$ cat src/uph_defines.vh
// Constants for the packet header writer and page release control.
// Included by every design file; definitions only.
`ifndef UPH_DEFINES_VH
`define UPH_DEFINES_VH

// Register indices; byte address is four times the index
`define UPH_IDX_PAGE_CTRL   16'h7f67
`define UPH_IDX_IRQ_STATUS  16'h7f70
`define UPH_IDX_IRQ_MASK    16'h7f71
`define UPH_IDX_LAST_COUNT  16'h7f72
`define UPH_AXI_AW          18
`define UPH_PAGE_CTRL_RST   8'h00
`define UPH_MANUAL_RST      1'b0
`define UPH_BIT_MANUAL      0

// Interrupt status bit positions
`define UPH_IRQ_STORED      0
`define UPH_IRQ_CRC         1
`define UPH_IRQ_TOGREP      2
`define UPH_IRQ_TXDONE      3
`define UPH_IRQ_W           4

// Header layout
`define UPH_OFF_EP          3'h0
`define UPH_OFF_PID         3'h1
`define UPH_OFF_ADDR        3'h2
`define UPH_OFF_RSVD        3'h3
`define UPH_OFF_FRM_LO      3'h4
`define UPH_OFF_FRM_HI      3'h5
`define UPH_OFF_CNT_LO      3'h6
`define UPH_OFF_CNT_HI      3'h7
`define UPH_HDR_LEN         11'h008
`define UPH_BIT_CRC         7
`define UPH_BIT_TOGGLE      6
`define UPH_BIT_TOGREP      5

// AXI responses
`define UPH_RESP_OKAY       2'h0
`define UPH_RESP_SLVERR     2'h2

`endif

$ cat src/uph_top.v
// Received packet header writer with payload store, plus transmit page
// release control, behind an AXI4-Lite register slave.
// Assumes serial interface engine strobes are on core_clk, and that no new
// packet starts while rx_busy is high.
//
// Chosen here: the AXI4-Lite interface to the registers.
`timescale 1ns/100ps
`include "uph_defines.vh"

// Function
// - page release auto or manual; pop always
// - eight-byte header before payload in RAM
// - engine part writes header bytes 0..5
// - header DMA part writes bytes 6,7
// - endpoint, packet ID, address fields, zero padded
// - toggle repeat flag when toggle unchanged
// - store received toggle in byte 0 bit 6
// - CRC error flag in byte 0 bit 7
// - frame count into bytes 4 and 5
// - byte count payload plus eight, bytes 6,7
// - payload stored in order from offset 8
module uph_top #(
   parameter MEM_AW = 12,
   parameter NUM_EP = 16
) (
   input  wire                    core_clk,
   input  wire                    rst,
   // AXI4-Lite slave
   input  wire [`UPH_AXI_AW-1:0]  s_axi_awaddr,
   input  wire                    s_axi_awvalid,
   output reg                     s_axi_awready,
   input  wire [31:0]             s_axi_wdata,
   input  wire [3:0]              s_axi_wstrb,
   input  wire                    s_axi_wvalid,
   output reg                     s_axi_wready,
   output reg  [1:0]              s_axi_bresp,
   output reg                     s_axi_bvalid,
   input  wire                    s_axi_bready,
   input  wire [`UPH_AXI_AW-1:0]  s_axi_araddr,
   input  wire                    s_axi_arvalid,
   output reg                     s_axi_arready,
   output reg  [31:0]             s_axi_rdata,
   output reg  [1:0]              s_axi_rresp,
   output reg                     s_axi_rvalid,
   input  wire                    s_axi_rready,
   // Serial interface engine, receive side
   input  wire                    rx_start,
   input  wire [MEM_AW-1:0]       rx_base,
   input  wire [3:0]              rx_endpoint,
   input  wire [3:0]              rx_packet_id,
   input  wire [6:0]              rx_target_address,
   input  wire                    rx_toggle,
   input  wire [15:0]             rx_frame_count,
   input  wire                    rx_data_valid,
   input  wire [7:0]              rx_data,
   input  wire                    rx_end,
   input  wire                    rx_crc_error,
   output reg                     rx_busy,
   // Buffer RAM write port
   output reg                     mem_we,
   output reg  [MEM_AW-1:0]       mem_addr,
   output reg  [7:0]              mem_wdata,
   // Transmit completion towards the page manager
   input  wire                    tx_done,
   input  wire [7:0]              tx_packet_num,
   output reg                     tx_queue_pop,
   output reg                     page_free,
   output reg  [7:0]              page_free_num,
   output reg                     manual_page_release,
   output reg                     irq
);

   localparam [3:0] ST_IDLE = 4'b0001;
   localparam [3:0] ST_LOAD = 4'b0010;
   localparam [3:0] ST_HDR  = 4'b0100;
   localparam [3:0] ST_DMA  = 4'b1000;

   function [15:0] reg_index;
      input [`UPH_AXI_AW-1:0] addr;
      begin
         reg_index = addr[`UPH_AXI_AW-1:2];
      end
   endfunction

   function known_index;
      input [15:0] idx;
      begin
         known_index = (idx == `UPH_IDX_PAGE_CTRL) || (idx == `UPH_IDX_IRQ_STATUS) ||
                       (idx == `UPH_IDX_IRQ_MASK) || (idx == `UPH_IDX_LAST_COUNT);
      end
   endfunction

   reg  [3:0]             state;
   reg  [MEM_AW-1:0]      base;
   reg  [3:0]             endpoint;
   reg  [3:0]             packet_id;
   reg  [6:0]             target_address;
   reg                    received_toggle_value;
   reg                    toggle_repeat_flag;
   reg                    crc_error;
   reg  [15:0]            frame_count;
   reg  [10:0]            byte_count;
   reg  [2:0]             hdr_off;
   reg  [NUM_EP-1:0]      last_toggle;
   reg  [`UPH_IRQ_W-1:0]  irq_status;
   reg  [`UPH_IRQ_W-1:0]  irq_mask;
   reg  [10:0]            last_count;
   reg  [`UPH_IRQ_W-1:0]  events;
   reg  [`UPH_IRQ_W-1:0]  next_status;
   reg  [31:0]            next_rdata;
   wire [7:0]             hdr_byte;
   wire [15:0]            wr_idx;
   wire [15:0]            rd_idx;
   wire                   wr_go;
   wire                   rd_go;

   assign wr_idx = reg_index(s_axi_awaddr);
   assign rd_idx = reg_index(s_axi_araddr);
   assign wr_go  = s_axi_awvalid && s_axi_wvalid && !s_axi_awready && !s_axi_bvalid;
   assign rd_go  = s_axi_arvalid && !s_axi_arready && !s_axi_rvalid;

   uph_hdr_fmt u_fmt (
      .offset                (hdr_off),
      .endpoint              (endpoint),
      .packet_id             (packet_id),
      .target_address        (target_address),
      .received_toggle_value (received_toggle_value),
      .toggle_repeat_flag    (toggle_repeat_flag),
      .crc_error             (crc_error),
      .frame_count           (frame_count),
      .byte_count            (byte_count),
      .hdr_byte              (hdr_byte)
   );

   ////////////////////////////////////////////////////////////////////////
   // Receive packet store

   always @(posedge core_clk) begin
      if (rst) begin
         state                 <= ST_IDLE;
         base                  <= {MEM_AW{1'b0}};
         endpoint              <= 4'h0;
         packet_id             <= 4'h0;
         target_address        <= 7'h00;
         received_toggle_value <= 1'b0;
         toggle_repeat_flag    <= 1'b0;
         crc_error             <= 1'b0;
         frame_count           <= 16'h0000;
         byte_count            <= `UPH_HDR_LEN;
         hdr_off               <= 3'h0;
         // Expect DATA0 first, so all-ones marks the previous toggle as 1
         last_toggle           <= {NUM_EP{1'b1}};
         rx_busy               <= 1'b0;
         mem_we                <= 1'b0;
         mem_addr              <= {MEM_AW{1'b0}};
         mem_wdata             <= 8'h00;
         last_count            <= 11'h000;
      end else begin
         mem_we <= 1'b0;
         case (state)
            ST_IDLE: begin
               if (rx_start) begin
                  state                 <= ST_LOAD;
                  rx_busy               <= 1'b1;
                  base                  <= rx_base;
                  endpoint              <= rx_endpoint;
                  packet_id             <= rx_packet_id;
                  target_address        <= rx_target_address;
                  received_toggle_value <= rx_toggle;
                  toggle_repeat_flag    <= (rx_toggle == last_toggle[rx_endpoint]);
                  last_toggle[rx_endpoint] <= rx_toggle;
                  frame_count           <= rx_frame_count;
                  byte_count            <= `UPH_HDR_LEN;
               end
            end
            ST_LOAD: begin
               if (rx_data_valid) begin
                  mem_we     <= 1'b1;
                  // Payload lands after the header, in arrival order
                  mem_addr   <= base + {{(MEM_AW-11){1'b0}}, byte_count};
                  mem_wdata  <= rx_data;
                  byte_count <= byte_count + 11'h001;
               end else if (rx_end) begin
                  crc_error <= rx_crc_error;
                  hdr_off   <= `UPH_OFF_EP;
                  state     <= ST_HDR;
               end
            end
            ST_HDR: begin
               mem_we    <= 1'b1;
               mem_addr  <= base + {{(MEM_AW-3){1'b0}}, hdr_off};
               mem_wdata <= hdr_byte;
               hdr_off   <= hdr_off + 3'h1;
               if (hdr_off == `UPH_OFF_FRM_HI)
                  state <= ST_DMA;
            end
            ST_DMA: begin
               // Count bytes written only once the payload is complete
               mem_we    <= 1'b1;
               mem_addr  <= base + {{(MEM_AW-3){1'b0}}, hdr_off};
               mem_wdata <= hdr_byte;
               hdr_off   <= hdr_off + 3'h1;
               if (hdr_off == `UPH_OFF_CNT_HI) begin
                  state      <= ST_IDLE;
                  rx_busy    <= 1'b0;
                  last_count <= byte_count;
               end
            end
            default: begin
               state   <= ST_IDLE;
               rx_busy <= 1'b0;
            end
         endcase
      end
   end

   ////////////////////////////////////////////////////////////////////////
   // Transmit page release

   always @(posedge core_clk) begin
      if (rst) begin
         tx_queue_pop  <= 1'b0;
         page_free     <= 1'b0;
         page_free_num <= 8'h00;
      end else begin
         // Queue pops in both modes; only the page return is suppressed
         tx_queue_pop  <= tx_done;
         page_free     <= tx_done && !manual_page_release;
         if (tx_done)
            page_free_num <= tx_packet_num;
      end
   end

   ////////////////////////////////////////////////////////////////////////
   // Interrupt events

   always @* begin
      events = {`UPH_IRQ_W{1'b0}};
      events[`UPH_IRQ_STORED] = (state == ST_DMA) && (hdr_off == `UPH_OFF_CNT_HI);
      events[`UPH_IRQ_CRC]    = (state == ST_LOAD) && !rx_data_valid && rx_end &&
                                rx_crc_error;
      events[`UPH_IRQ_TOGREP] = (state == ST_IDLE) && rx_start &&
                                (rx_toggle == last_toggle[rx_endpoint]);
      events[`UPH_IRQ_TXDONE] = tx_done;
      next_status = irq_status;
      if (wr_go && (wr_idx == `UPH_IDX_IRQ_STATUS) && s_axi_wstrb[0])
         next_status = next_status & ~s_axi_wdata[`UPH_IRQ_W-1:0];
      // A new event beats a simultaneous clear
      next_status = next_status | events;
   end

   ////////////////////////////////////////////////////////////////////////
   // AXI4-Lite register slave

   always @* begin
      next_rdata = 32'h0000_0000;
      case (rd_idx)
         `UPH_IDX_PAGE_CTRL:  next_rdata[`UPH_BIT_MANUAL] = manual_page_release;
         `UPH_IDX_IRQ_STATUS: next_rdata[`UPH_IRQ_W-1:0] = irq_status;
         `UPH_IDX_IRQ_MASK:   next_rdata[`UPH_IRQ_W-1:0] = irq_mask;
         `UPH_IDX_LAST_COUNT: next_rdata[10:0] = last_count;
         default:             next_rdata = 32'h0000_0000;
      endcase
   end

   always @(posedge core_clk) begin
      if (rst) begin
         s_axi_awready       <= 1'b0;
         s_axi_wready        <= 1'b0;
         s_axi_bvalid        <= 1'b0;
         s_axi_bresp         <= `UPH_RESP_OKAY;
         s_axi_arready       <= 1'b0;
         s_axi_rvalid        <= 1'b0;
         s_axi_rresp         <= `UPH_RESP_OKAY;
         s_axi_rdata         <= 32'h0000_0000;
         manual_page_release <= `UPH_MANUAL_RST;
         irq_status          <= {`UPH_IRQ_W{1'b0}};
         irq_mask            <= {`UPH_IRQ_W{1'b0}};
         irq                 <= 1'b0;
      end else begin
         s_axi_awready <= wr_go;
         s_axi_wready  <= wr_go;
         s_axi_arready <= rd_go;
         irq_status    <= next_status;
         irq           <= |(next_status & irq_mask);
         if (wr_go) begin
            s_axi_bvalid <= 1'b1;
            s_axi_bresp  <= known_index(wr_idx) ? `UPH_RESP_OKAY : `UPH_RESP_SLVERR;
            if (s_axi_wstrb[0]) begin
               // Firmware is trusted to change the mode only while idle
               if (wr_idx == `UPH_IDX_PAGE_CTRL)
                  manual_page_release <= s_axi_wdata[`UPH_BIT_MANUAL];
               if (wr_idx == `UPH_IDX_IRQ_MASK)
                  irq_mask <= s_axi_wdata[`UPH_IRQ_W-1:0];
            end
         end else if (s_axi_bvalid && s_axi_bready) begin
            s_axi_bvalid <= 1'b0;
         end
         if (rd_go) begin
            s_axi_rvalid <= 1'b1;
            s_axi_rdata  <= next_rdata;
            s_axi_rresp  <= known_index(rd_idx) ? `UPH_RESP_OKAY : `UPH_RESP_SLVERR;
         end else if (s_axi_rvalid && s_axi_rready) begin
            s_axi_rvalid <= 1'b0;
         end
      end
   end

endmodule

$ cat src/uph_hdr_fmt.v
// Header byte formatter: maps a header offset to the byte stored there.
// Assumes all field inputs are held stable by the caller while writing.
`timescale 1ns/100ps
`include "uph_defines.vh"

module uph_hdr_fmt (
   input  wire [2:0]  offset,
   input  wire [3:0]  endpoint,
   input  wire [3:0]  packet_id,
   input  wire [6:0]  target_address,
   input  wire        received_toggle_value,
   input  wire        toggle_repeat_flag,
   input  wire        crc_error,
   input  wire [15:0] frame_count,
   input  wire [10:0] byte_count,
   output reg  [7:0]  hdr_byte
);

   always @* begin
      case (offset)
         `UPH_OFF_EP:     hdr_byte = {crc_error, received_toggle_value,
                                      toggle_repeat_flag, 1'b0, endpoint};
         `UPH_OFF_PID:    hdr_byte = {4'h0, packet_id};
         `UPH_OFF_ADDR:   hdr_byte = {1'b0, target_address};
         `UPH_OFF_RSVD:   hdr_byte = 8'h00;
         `UPH_OFF_FRM_LO: hdr_byte = frame_count[7:0];
         `UPH_OFF_FRM_HI: hdr_byte = frame_count[15:8];
         `UPH_OFF_CNT_LO: hdr_byte = byte_count[7:0];
         `UPH_OFF_CNT_HI: hdr_byte = {5'h00, byte_count[10:8]};
         default:         hdr_byte = 8'h00;
      endcase
   end

endmodule

$ cat config.mk
export PLATFORM = sky130hd
export DESIGN_NAME = uph_top
export DESIGN_NICKNAME = d
export VERILOG_FILES = /design/src/uph_top.v /design/src/uph_hdr_fmt.v
export VERILOG_INCLUDE_DIRS = /design/src /design/src/src
export SDC_FILE = /design/constraint.sdc
export NUM_CORES = 1
export LEC_CHECK = 0
export ABC_AREA = 1
export BUFFER_PORTS_ARGS = -buffer_cell sky130_fd_sc_hd__clkbuf_2
export CORE_MARGIN = 2
export CORE_UTILIZATION = 56
export CTS_CLUSTER_SIZE = 8
export DETAILED_ROUTE_END_ITERATION = 12
export GPL_ROUTABILITY_DRIVEN = 0
export HOLD_SLACK_MARGIN = 0.05
export PLACE_DENSITY = 0.85
export SLEW_MARGIN = 20
export SYNTH_ARGS = -nofsm -noshare
export SYNTH_HDL_FRONTEND = slang
export SYNTH_SLANG_ARGS = --single-unit
$ cat constraint.sdc
create_clock -name core_clk -period 5.9 [get_ports core_clk]
set_clock_uncertainty 0.1 [all_clocks]
set_input_delay 0.59 -clock core_clk [delete_from_list [all_inputs] [get_ports core_clk]]
set_output_delay 0.59 -clock core_clk [all_outputs]
set_load 0.02 [all_outputs]
==> results.sh <==
export IMPL_grt_pass1_wl_um=30790
export IMPL_drive_gt1_share_pct=18.59
export IMPL_cts_tree="built"
export IMPL_fin_crit_sh_pct=57.33
export IMPL_ios=219
export IMPL_hpwl_um=13070
export IMPL_antenna_found_initial=0
export IMPL_port_buffers=160
export IMPL_met2_usage_pct=45.25
export IMPL_yosysMostFrequentCell="nand2_1"
export IMPL_rsz0062_at_grt="no"
export IMPL_relSlewSlack_pct=31.36
export IMPL_cts_sinks=150
export IMPL_cp_start_kind="flop"
export IMPL_synth_area_leader_cell="dfxtp_1"
export IMPL_crit_path_cell_trace="nor2_1 -> nand3_1 -> nand2_1 -> nand2_1 -> o21ai_0 -> inv_1 -> ha_1 -> fa_1 -> nand3_1 -> nand2_1 -> nand2_1 -> nand2_1 -> nand4_1 -> nand2_1 -> a21oi_1 -> o21ai_0 -> nand2_1 -> inv_1"
export IMPL_finalCriticalPeriod_ps=3383
export IMPL_final_cell_area_um2=8662
export IMPL_synth_enable_flop_cells=0
export IMPL_dieArea_um2=13790
export IMPL_drv_cap=0
export IMPL_hold_ws_ps=270.9
export IMPL_cts_root_buf="clkbuf_16"
export IMPL_power_mw=2.583
export IMPL_post_cts_buffers=0
export IMPL_max_freq_mhz=295.6
export IMPL_synth_top_area_share_pct=41.68
export IMPL_start_util_pct=57.32
export IMPL_path_buf_inv=2
export IMPL_ctsHoldBuffers=0
export IMPL_ys_ff_latch=150
export IMPL_rows=41
export IMPL_clock_path_buffers=2
export IMPL_post_drt_wl_per_cell_um=13.68
export IMPL_clkTransAtPathRegs_ps=60
export IMPL_dp_cells=1302
export IMPL_leakagePower_nw=3.946
export IMPL_htreeDepth=4
export IMPL_cts_buffers=17
export IMPL_status="completed"
export IMPL_fp_dieW_um=117.4
export IMPL_use_met3_pct=5.642
export IMPL_crit_required_ps=6120
export IMPL_nets=1311
export IMPL_grt_overflow_total=0
export IMPL_crit_type="flop to flop"
export IMPL_antenna_left=0
export IMPL_vias_per_cell=5.357
export IMPL_synthTopCellsByCount="nand2_1, dfxtp_1, a21oi_1"
export IMPL_antenna_cells=0
export IMPL_grt_pass1_vias=6580
export IMPL_synth_area_per_cell_um2=7.133
export IMPL_powerDensity_nw_per_um2=298.3
export IMPL_worst_slack_ps=2517
export IMPL_grtUsageMet1_pct=34.77
export IMPL_drc_errors=0
export IMPL_cp_common_cell="nand2_1"
export IMPL_slowest_delay_ps=670
export IMPL_syn_inst=1010
export IMPL_utilization_pct=68.92
export IMPL_vias=7146
export IMPL_fin_setup_tns_ps=0
export IMPL_worst_pin_slew_ps=1026
export IMPL_grt_start_max_net_pins=71
export IMPL_track_usage_pct=27.23
export IMPL_grt_busiest_layer="met2"
export IMPL_first_pass_iters=6
export IMPL_first_iter_violations=570
export IMPL_setup_viol_count_final=0
export IMPL_synth_area_leaders="dfxtp_1, nand2_1, a21oi_1"
export IMPL_crit_arrival_ps=3600
export IMPL_finalHoldViolations=0
export IMPL_routed_wl_um=18250
export IMPL_synth_warnings=0
export IMPL_synth_seq_area_share_pct=41.68
export IMPL_final_cell_count_no_fill=1334
export IMPL_synth_area_um2=7204
export IMPL_worstSetupEndpointType="flop"
export IMPL_hold_path_class="primary input to flop"
export IMPL_placed_cell_area_um2=7978
export IMPL_clock_latency_ps=420
export IMPL_core_area_um2=12570
export IMPL_ctsResizeCount=0
export IMPL_die_y_um=117.4
export IMPL_synth_top_flop_cell="dfxtp_1"
export IMPL_cp_top_family="simple AND/OR/NAND/NOR gates"
export IMPL_ir_worst_vdd_mv=0.1976
export IMPL_worst_path_max_fanout=29
export IMPL_slew_viol_final=0
export IMPL_synth_distinct_cells=36
export IMPL_place_ws_ps=2539
export IMPL_crit_slowest_cell="nand2_1"
export IMPL_area_growth_pct=20.23
export IMPL_async_flop_share_pct=0
==> layout by cell type, fill, tap and decap left out, types with 5 or more instances in the layout <==
cell,count
nand2_1,238
clkbuf_2,160
dfxtp_1,150
a21oi_1,120
inv_1,98
o21ai_0,95
nor2_1,73
nand3_1,38
nand4_1,31
conb_1,23
ha_1,17
clkbuf_16,17
o311ai_0,16
nor3_1,8
o211ai_1,7
bufinv_16,6
inv_2,5
==> cells by family (layout without fill, tap and decap cells) <==
logic type	after synthesis	after routing	share of synthesized area [%]
and+or+nand+nor	407	407	24.18
xor gates and xnor gates	7	7	0.8510
DFF	150	150	41.68
buffers and inverters	170	300	10.42
other	1	23	0.05205
AOI/OAI and AO/OA	257	257	19.59
adders and majority gates	18	18	3.230
==> worst reg2reg max path, delay by kind of cell, from the launching register on <==
family / cells / cell delay [ps]
fa+ha+maj: 2 / 660
flops: 1 / 340
buf+inv: 2 / 100
compound gates: 3 / 340
simple gates: 11 / 1750
==> area by class of cell <==
cell class,instances,area (um2)
clock buffers,20,456.7
clock inverters,12,222.7
fillers,1077,3906
inverters,104,390.4
multi-input cells,712,3543
flip-flops and latches,150,3003
well taps,172,215.2
repair buffers,164,830.8
==> power breakdown <==
part           internal, mW  switching, mW
logic                0.0880          0.178
clock network         0.816          0.420
registers              1.06         0.0233
==> per-layer routing <==
layer | vias up | share of wire (%)
met1 | 3206 | 44
met2 | 279 | 47
met4 | 0 | 2.2
met5 | - | 0
met3 | 38 | 6.8
li1 | 3623 | -
==> path summary, 6_finish.rpt <==
kind,slack (ps),endpoint,start,cells past startpoint
worst max-delay path,2520,mem_addr[10],state[0],18
worst min-delay path,270,s_axi_rvalid,s_axi_rready,2
worst max register to register,2520,mem_addr[10],state[0],18
worst min register to register,350,last_count[10],last_count[10],2
==> registers in the layout, summed over array words and instances (netlist names), 3 cells and up <==
name,cells
s_axi_rdata,11
mem_wdata,8
frame_count,16
state,4
base,12
mem_addr,12
irq_status,4
page_free_num,8
target_address,7
byte_count,11
irq_mask,4
last_toggle,16
hdr_off,3
endpoint,4
last_count,11
packet_id,4
Note: power is estimated with default switching activity, not from simulation.
